[src/include/csu_regs.svh]
// Register offsets, reset values and decode constants of the clock source unit
`ifndef CSU_REGS_SVH
`define CSU_REGS_SVH

`define CSU_ADDR_W          8
`define CSU_OFF_CTRL1       8'h00
`define CSU_OFF_CTRL2       8'h04
`define CSU_RST_CTRL1       8'h04
`define CSU_RST_CTRL2       8'h40
`define CSU_RST_BUS_DIV     4'h2
`define CSU_RST_REF_DIV     11'h001
`define CSU_SRC_FLL         2'h0
`define CSU_SRC_INT         2'h1
`define CSU_SRC_EXT         2'h2
`define CSU_SRC_RSVD        2'h3
`define CSU_REFDIV_HI_OFFSET 4'h5
`define CSU_REFDIV_HI_LAST   3'h5
`define CSU_REFDIV_HI_CLAMP  4'ha

`endif

[src/include/csu_pkg.sv]
// Types shared by the clock source unit control logic
package csu_pkg;

  typedef struct packed {
    logic [1:0] bus_source_select;
    logic [2:0] reference_divider;
    logic       fll_reference_select;
    logic       internal_ref_out_enable;
    logic       internal_ref_stop_keep;
  } csu_ctrl1_t;

  typedef struct packed {
    logic [1:0] bus_clock_divider;
    logic       osc_range_high;
    logic       oscillator_gain_select;
    logic       fll_bypass_power_down;
    logic       external_source_request;
    logic       external_ref_out_enable;
    logic       external_ref_stop_keep;
  } csu_ctrl2_t;

  typedef enum logic [2:0] {
    CSU_LOOP_INT,
    CSU_LOOP_EXT,
    CSU_BYP_INT,
    CSU_BYP_INT_OFF,
    CSU_BYP_EXT,
    CSU_BYP_EXT_OFF,
    CSU_STOP
  } csu_mode_t;

  // Settings handed to the clock generation logic
  typedef struct packed {
    logic [1:0]  bus_source;
    logic [3:0]  bus_div_factor;
    logic [10:0] ref_div_factor;
    logic        ref_div_reserved;
    logic        fll_ref_internal;
    logic        fll_enable;
    logic        internal_ref_clock_out;
    logic        external_ref_clock_out;
    logic        osc_range_high;
    logic        oscillator_gain_select;
    logic        external_source_request;
  } csu_clk_cfg_t;

endpackage : csu_pkg

[src/hdl/csu_stop_keep.sv]
// Decides whether a reference clock keeps running through stop
`timescale 1ns/1ps
`default_nettype none
module csu_stop_keep (
  input  wire logic pclk,
  input  wire logic presetn,
  input  wire logic stop_mode,
  input  wire logic ref_enable,
  input  wire logic ref_stop_keep,
  output logic      keep_now
);
  import csu_pkg::*;

  typedef struct packed {
    logic stop_prev;
    logic keep;
  } csu_keep_state_t;

  csu_keep_state_t state_reg;
  csu_keep_state_t state_next;
  logic            stop_entry;

  // Enable is judged as it stood when stop began, later writes cannot revive it
  always_comb begin
    state_next           = state_reg;
    stop_entry           = stop_mode && !state_reg.stop_prev;
    state_next.stop_prev = stop_mode;
    if (!stop_mode) begin
      state_next.keep = 1'b0;
    end else if (stop_entry) begin
      state_next.keep = ref_enable && ref_stop_keep;
    end
    keep_now = stop_mode && state_next.keep;
  end

  always_ff @(posedge pclk or negedge presetn) begin
    if (!presetn) begin
      state_reg <= '0;
    end else begin
      state_reg <= state_next;
    end
  end

endmodule : csu_stop_keep
`default_nettype wire

[src/hdl/csu_ctrl.sv]
// APB control registers of the clock source unit
// Notes on behaviour
// - Source select 00 picks the FLL, 01 the internal reference, 10 the external one, and 11 acts as 00.
// - In low range the reference divider codes 0 to 7 divide by 1 to 128 in powers of two, code 0 at reset.
// - In high range codes 0 to 5 divide by 32 to 1024, and codes 6 and 7 are reserved.
// - The reference select bit picks the internal reference for the FLL when 1, the external when 0.
// - The internal reference output enable gates the internal reference clock output.
// - In stop the internal reference runs only if its stop keep bit and its enable were set on entry.
// - The bus divider codes 00 to 11 divide by 1, 2, 4 and 8, with 01 at reset.
// - The range bit selects the high oscillator range and the high column of reference factors.
// - The gain bit selects high gain operation when 1 and low power operation when 0.
// - The low power bit switches the FLL off in bypassed modes unless background debug is active.
// - The external source bit requests the crystal oscillator when 1 and an external clock when 0.
// - The external reference output enable gates the external reference clock output.
// - In stop the external source runs only if its stop keep bit and its enable were set on entry.
// - Out of reset the unit is in FLL engaged internal mode with the internal reference.
`timescale 1ns/1ps
`default_nettype none
`include "csu_regs.svh"
module csu_ctrl (
  input  wire logic                     pclk,
  input  wire logic                     presetn,
  input  wire logic                     psel,
  input  wire logic                     penable,
  input  wire logic                     pwrite,
  input  wire logic [`CSU_ADDR_W-1:0]   paddr,
  input  wire logic [31:0]              pwdata,
  output logic                          pready,
  output logic [31:0]                   prdata,
  output logic                          pslverr,
  input  wire logic                     stop_mode,
  input  wire logic                     background_debug_mode,
  output csu_pkg::csu_clk_cfg_t         clk_cfg,
  output csu_pkg::csu_mode_t            clock_mode
);
  import csu_pkg::*;

  typedef struct packed {
    csu_ctrl1_t   ctrl1;
    csu_ctrl2_t   ctrl2;
    logic         ready;
    logic         slverr;
    logic [31:0]  rdata;
    csu_clk_cfg_t cfg;
    csu_mode_t    mode;
  } csu_state_t;

  csu_state_t state_reg;
  csu_state_t state_next;
  logic       irc_keep;
  logic       erc_keep;
  logic       setup;
  logic       access_done;
  logic       hit1;
  logic       hit2;
  logic       bypassed;

  function automatic logic [3:0] bus_div_of(input logic [1:0] code);
    bus_div_of = 4'h1 << code;
  endfunction : bus_div_of

  // Reserved high range codes clamp to the largest factor rather than wrapping
  function automatic logic [10:0] ref_div_of(input logic [2:0] code, input logic high);
    logic [3:0] shift;
    shift = {1'b0, code};
    if (high) begin
      shift = (code > `CSU_REFDIV_HI_LAST) ? `CSU_REFDIV_HI_CLAMP
                                           : 4'(shift + `CSU_REFDIV_HI_OFFSET);
    end
    ref_div_of = 11'h1 << shift;
  endfunction : ref_div_of

  function automatic logic [1:0] src_of(input logic [1:0] code);
    src_of = (code == `CSU_SRC_RSVD) ? `CSU_SRC_FLL : code;
  endfunction : src_of

  csu_stop_keep u_irc_keep (
    .pclk          (pclk),
    .presetn       (presetn),
    .stop_mode     (stop_mode),
    .ref_enable    (state_reg.ctrl1.internal_ref_out_enable),
    .ref_stop_keep (state_reg.ctrl1.internal_ref_stop_keep),
    .keep_now      (irc_keep)
  );

  csu_stop_keep u_erc_keep (
    .pclk          (pclk),
    .presetn       (presetn),
    .stop_mode     (stop_mode),
    .ref_enable    (state_reg.ctrl2.external_ref_out_enable),
    .ref_stop_keep (state_reg.ctrl2.external_ref_stop_keep),
    .keep_now      (erc_keep)
  );

  always_comb begin
    state_next  = state_reg;
    setup       = psel && !penable;
    access_done = psel && penable && state_reg.ready;
    hit1        = (paddr == `CSU_OFF_CTRL1);
    hit2        = (paddr == `CSU_OFF_CTRL2);

    // One wait-free access cycle: answer is prepared in setup and shown in access
    state_next.ready  = 1'b0;
    state_next.slverr = 1'b0;
    if (setup) begin
      state_next.ready  = 1'b1;
      state_next.slverr = !(hit1 || hit2);
      state_next.rdata  = '0;
      if (hit1) begin
        state_next.rdata[7:0] = state_reg.ctrl1;
      end else if (hit2) begin
        state_next.rdata[7:0] = state_reg.ctrl2;
      end
    end
    if (access_done && pwrite) begin
      if (hit1) begin
        state_next.ctrl1 = pwdata[7:0];
      end else if (hit2) begin
        state_next.ctrl2 = pwdata[7:0];
      end
    end

    // Settings follow the next register values so they change at the write edge
    bypassed = (src_of(state_next.ctrl1.bus_source_select) != `CSU_SRC_FLL);
    state_next.cfg.bus_source       = src_of(state_next.ctrl1.bus_source_select);
    state_next.cfg.bus_div_factor   = bus_div_of(state_next.ctrl2.bus_clock_divider);
    state_next.cfg.ref_div_factor   = ref_div_of(state_next.ctrl1.reference_divider,
                                                 state_next.ctrl2.osc_range_high);
    state_next.cfg.ref_div_reserved = state_next.ctrl2.osc_range_high
                                      && (state_next.ctrl1.reference_divider > `CSU_REFDIV_HI_LAST);
    state_next.cfg.fll_ref_internal = state_next.ctrl1.fll_reference_select;
    state_next.cfg.osc_range_high   = state_next.ctrl2.osc_range_high;
    state_next.cfg.oscillator_gain_select  = state_next.ctrl2.oscillator_gain_select;
    state_next.cfg.external_source_request = state_next.ctrl2.external_source_request;
    state_next.cfg.fll_enable = !stop_mode
                                && !(bypassed && state_next.ctrl2.fll_bypass_power_down
                                     && !background_debug_mode);
    state_next.cfg.internal_ref_clock_out = stop_mode ? irc_keep
                                          : state_next.ctrl1.internal_ref_out_enable;
    state_next.cfg.external_ref_clock_out = stop_mode ? erc_keep
                                          : state_next.ctrl2.external_ref_out_enable;

    if (stop_mode) begin
      state_next.mode = CSU_STOP;
    end else begin
      unique case (state_next.cfg.bus_source)
        `CSU_SRC_INT: state_next.mode = state_next.cfg.fll_enable ? CSU_BYP_INT : CSU_BYP_INT_OFF;
        `CSU_SRC_EXT: state_next.mode = state_next.cfg.fll_enable ? CSU_BYP_EXT : CSU_BYP_EXT_OFF;
        default:      state_next.mode = state_next.ctrl1.fll_reference_select ? CSU_LOOP_INT : CSU_LOOP_EXT;
      endcase
    end
  end

  always_ff @(posedge pclk or negedge presetn) begin
    if (!presetn) begin
      state_reg                             <= '0;
      state_reg.ctrl1                       <= `CSU_RST_CTRL1;
      state_reg.ctrl2                       <= `CSU_RST_CTRL2;
      state_reg.cfg.bus_div_factor          <= `CSU_RST_BUS_DIV;
      state_reg.cfg.ref_div_factor          <= `CSU_RST_REF_DIV;
      state_reg.cfg.fll_ref_internal        <= 1'b1;
      state_reg.cfg.fll_enable              <= 1'b1;
      state_reg.mode                        <= CSU_LOOP_INT;
    end else begin
      state_reg <= state_next;
    end
  end

  assign pready     = state_reg.ready;
  assign pslverr    = state_reg.slverr;
  assign prdata     = state_reg.rdata;
  assign clk_cfg    = state_reg.cfg;
  assign clock_mode = state_reg.mode;
endmodule : csu_ctrl
`default_nettype wire

[config.mk]
export PLATFORM = sky130hd
export DESIGN_NAME = csu_ctrl
export DESIGN_NICKNAME = d
export VERILOG_FILES = /design/src/include/csu_pkg.sv /design/src/hdl/csu_stop_keep.sv /design/src/hdl/csu_ctrl.sv
export VERILOG_INCLUDE_DIRS = /design/src /design/src/include
export SDC_FILE = /design/constraint.sdc
export NUM_CORES = 1
export LEC_CHECK = 0
export ABC_AREA = 0
export BUFFER_PORTS_ARGS = -buffer_cell sky130_fd_sc_hd__clkbuf_2
export CAP_MARGIN = 20
export CELL_PAD_IN_SITES_DETAIL_PLACEMENT = 1
export CELL_PAD_IN_SITES_GLOBAL_PLACEMENT = 2
export CORE_UTILIZATION = 31
export CTS_CLUSTER_SIZE = 16
export DETAILED_ROUTE_END_ITERATION = 8
export PLACE_DENSITY_LB_ADDON = 0.1
export SYNTH_ARGS = -nofsm -noshare
export SYNTH_HDL_FRONTEND = slang
export SYNTH_SLANG_ARGS = --single-unit
export TNS_END_PERCENT = 1
[constraint.sdc]
create_clock -name pclk -period 3.04 [get_ports pclk]
set_input_delay 0.304 -clock pclk [delete_from_list [all_inputs] [get_ports pclk]]
set_output_delay 0.304 -clock pclk [all_outputs]
set_load 0.02 [all_outputs]
### After elaboration in Yosys (flattened, before gate mapping)

Index checks and enable logic that the tools add are counted.

* flip-flop bits (word level): 53
* bits of input ports: 47
* output and inout bits: 62

* add/subtract/negate cells: 1
* magnitude comparators: 1
* equality and inequality tests: 4
* shift operators: 2
* mux-type cells: 21
* bitwise gates (word level): 1
* reductions and logical operators: 24

Operators by type and width (count)
* 2-to-1 mux 8 bit: 5
* 2-to-1 mux 34 bit: 1
* 2-to-1 mux 16 bit: 1
* logical AND 1 bit: 13
* << shifter 1 x 4 -> 11 bit (first input constant): 1
* 2-to-1 mux 1 bit: 9
* == test 8 x 3 -> 1 bit (second input constant): 1
* zero test 8 bit: 1
* 2-to-1 mux 4 bit: 2
* zero test 1 bit: 6
* one-hot mux 3 bit (2 select lines): 1
* adder 3 x 3 -> 4 bit (second input constant): 1
* == test 2 bit (second input constant): 2
* << shifter 1 x 2 -> 4 bit (first input constant): 1
* greater-than comparator 3 bit (second input constant): 1
* 2-to-1 mux 3 bit: 1
* AND reduction 3 bit: 1
* == test 2 x 1 -> 1 bit (second input constant): 1
* 2-to-1 mux 2 bit: 1
* AND reduction 2 bit: 1
* nonzero test 2 bit: 1
* logical OR 1 bit: 1
* NOT 1 bit: 1

### Longest topological paths before layout

* word-level depth: 14
* gate-level depth with buffers: 9
* gate-level depth less buffers: 8

### Hierarchy

A second synthesis with hierarchy kept.

* cells, all modules: 230
* area, all modules: 2671.3 um^2

By module, submodules not included
* csu_ctrl: instances 1, cells each 220, area an instance 2536.2 um^2, sequential area each 1257.5 um^2
* csu_stop_keep: instances 2, cells each 5, area an instance 67.6 um^2, sequential area each 50.0 um^2

### Least setup slack after synthesis

Ideal clock, no wire load.

* path kind: register to register
* start point: reg state_reg, in the netlist pready
* end point: reg state_reg, in the netlist clock_mode[0]
* arrival: 2.047 ns
* data required time: 2.911 ns
* setup slack: 0.864 ns
* stages on the path, launching flop included: 10
* buffers on the path: 1
* cell sequence: dfrtp_1 and4_1 and4b_1 buf_6 mux2_2 ha_1 nor2_1 o21a_1 a2bb2oi_1 nor2_1

RTL lines
* start, declared: line csu_ctrl.sv:48 `csu_state_t state_reg;`
* start signal, assigned: line csu_ctrl.sv:165 `state_reg <= state_next;`

==> results.sh <==
export IMPL_ys_ff_latch=53
export IMPL_n_antenna_cell=0
export IMPL_r2r_slack_ns=0.74
export IMPL_cp_arrival_ns=2.49
export IMPL_slowest_stage="and4b_1"
export IMPL_critPathCaptureType="flip-flop"
export IMPL_largest_reg_flops=25
export IMPL_setup_viol=0
export IMPL_cp_max_fo=6
export IMPL_clkTransAtPathRegs_ns=0.10
export IMPL_fmax_ghz=0.435
export IMPL_slew_headroom=0.583
export IMPL_syn_avg_cell_area_um2=11.3
export IMPL_vias=1561
export IMPL_num_nets_final=313
export IMPL_layout_drive_gt1_share=0.379
export IMPL_initial_core_util=0.321
export IMPL_clock_latency_ns=0.30
export IMPL_path_cells="and4_1, and4b_1, mux2i_1, inv_1, ha_1, o21a_1, a2bb2oi_1, nor2_1"
export IMPL_place_area_um2=2710
export IMPL_maxSlewViolCount=0
export IMPL_fin_crit_ns=2.30
export IMPL_path_class="reg2reg"
export IMPL_synthToLayoutAreaGrowth_pct=5.77
export IMPL_row_count=33
export IMPL_yosysTopAreaCell="dfrtp_1"
export IMPL_syn_instance_count=234
export IMPL_ys_types=39
export IMPL_io_pins=109
export IMPL_hp_start="stop_mode"
export IMPL_die_h_um=94.4
export IMPL_crit_buf_inv=1
export IMPL_status="finished clean"
export IMPL_start_kind="flip-flop"
export IMPL_finalCritPeriodShare=0.756
export IMPL_yosys_warnings=0
export IMPL_post_cts_buffers=0
export IMPL_globalRouteOverflowTotal=0
export IMPL_design_core_area_um2=8260
export IMPL_antenna_left=0
export IMPL_rsz0062_at_grt="no"
export IMPL_dieArea_um2=8910
export IMPL_antenna_found_initial=0
export IMPL_timing_final_hold_violations=0
export IMPL_clock_sinks=53
export IMPL_grt_max_degree=36
export IMPL_clockRootBuffer="clkbuf_8"
export IMPL_grt_use_total=0.126
export IMPL_p_leak_nw=1.47
export IMPL_routabilityCongestion=0.658
export IMPL_setup_tns_ns=0
export IMPL_yosysSeqAreaShare=0.503
export IMPL_synthesis_area_um2=2650
export IMPL_drc=0
export IMPL_dp_final_hpwl_um=3690
export IMPL_port_buffers=60
export IMPL_firstDrtPassIters=3
export IMPL_fin_area_um2=2800
export IMPL_grt_pass1_wl_um=8360
export IMPL_synth_top_area_frac=0.454
export IMPL_cts_buffers=5
export IMPL_skew_ns=0.00469
export IMPL_vdd_ir_drop_max_uv=200
export IMPL_drt_iter0_markers=45
export IMPL_wire_per_inst_um=13.8
export IMPL_htree_levels=2
export IMPL_finalWirelength_um=5100
export IMPL_r2r_start="pready$_DFF_PN0_"
export IMPL_synth_area_top_cells="dfrtp_1 45%, buf_4 17%, dfstp_2 5.0%, mux2_2 4.3%, mux2i_1 4.2%"
export IMPL_cp_startpoint="pready$_DFF_PN0_"
export IMPL_tightestPinTransition_ns=0.613
export IMPL_vias_per_cell=4.23
export IMPL_powerDensity_nw_per_um2=433
export IMPL_crit_family="simple AND/OR/NAND/NOR gates"
export IMPL_max_cap_violations=0
export IMPL_cp_data_required_time_ns=3.24
export IMPL_cts_buffer_depth=2
export IMPL_cts_tree="yes"
export IMPL_hold_class="in2reg"
export IMPL_critical_path_max_stage_delay_ns=0.43
export IMPL_first_global_vias=1591
export IMPL_die_x_um=94.4
## worst register-to-register path: cells and delay by family, from the launching register on
kind	cells	cell delay, ns
buffers and inverters	1	0.11
AO/OA/AOI/OAI	2	0.34
flip-flops	1	0.35
adder cells (fa/ha/maj)	1	0.25
AND/OR/NAND/NOR	3	0.76
multiplexers	1	0.38
## path summary, 6_finish.rpt
check,end,depth (start not counted)
min reg2reg,prdata[1]$_DFFE_PN0P_,2
max reg2reg,clock_mode[0]$_DFF_PN0_,8
max in group asynchronous,state_reg[68]$_DFF_PN1_,3
min,u_erc_keep.state_reg[1]$_DFF_PN0_,1
max,clock_mode[0]$_DFF_PN0_,8
min in group asynchronous,pready$_DFF_PN0_,2
## layout by cell type (no fill, tap or decap), types with 3 or more instances in the layout
cell and count:
nand2b_1 3, inv_1 6, mux2i_1 11, nand2_1 18, ha_1 3, nor2_1 16, buf_4 3, dfrtp_1 48
dfstp_2 5, o21ai_0 11, a21oi_1 5, clkbuf_8 5, conb_1 24, clkbuf_2 60, mux2_2 10
## stage by stage
stage | instances | util | hold slack, ns | worst slack, ns | power (mW)
2_1_floorplan | 257 | - | 0.00841 | 0.864 | 0.816
3_3_place_gp | 360 | 0.328 | 0.294 | 0.474 | 0.833
3_5_place_dp | 360 | 0.328 | 0.304 | 0.446 | 0.834
4_1_cts | 369 | 0.339 | 0.226 | 0.657 | 1.24
5_1_grt | 369 | 0.339 | 0.232 | 0.447 | 1.28
6_report | 369 | 0.339 | 0.236 | 0.741 | 1.21
## report_power, final
| group | internal (mW) | switching (mW) | leakage (nW) |
|---|---|---|---|
| Clock | 0.161 | 0.233 | 0.0450 |
| Sequential | 0.713 | 0.00360 | 0.704 |
| Combinational | 0.0263 | 0.0755 | 0.718 |
| Total | 0.900 | 0.312 | 1.47 |
## cell type report
| cell class | count | area, um2 |
|---|---|---|
| fill | 968 | 5460 |
| inverter | 8 | 35.0 |
| sequential | 53 | 1330 |
| tap | 105 | 131 |
| clock inverter | 2 | 10.0 |
| multi-input combinational | 131 | 886 |
| timing repair buffer | 64 | 333 |
| clock buffer | 6 | 72.6 |
## per-layer routing
metal  vias up  share of wire  GRT usage
li1        742              -          -
met1       759           0.48      0.179
met2        54           0.45      0.186
met3         6          0.056     0.0298
met4         0          0.016     0.0462
met5         -              0          0
## synthesized netlist by cell type (all sizes together)
cell type  count
buf           62
dfrtp         48
nand2         19
nor2          16
mux2i         15
mux2          12
o21ai         11
inv            7
a21oi          5
dfstp          5
nor3           4
clkbuf         3
ha             3
nand2b         3
nand3b         2
nor2b          2
nor4           2
o31ai          2
or2            2
a211oi         1
a2bb2oi        1
and2           1
and4           1
and4b          1
clkinv         1
conb           1
nand3          1
nand4          1
nand4b         1
o21a           1
## what timing repair did
action	4_1_cts	5_1_grt
endpoints found under the hold margin	17	0
hold buffers	1	0
gates resized for setup	0	0
## logic make-up (layout without fill, tap and decap cells)
group	count (synthesis)	in the layout	share of synthesized area
and+or+nand+nor	56	56	0.120
AOI/OAI and AO/OA	21	21	0.0468
muxes	27	27	0.120
DFF	53	53	0.503
buffers and inverters	73	80	0.195
adders and majority gates	3	3	0.0142
other	1	24	0.00142
Power figures use the tool's default switching activity.
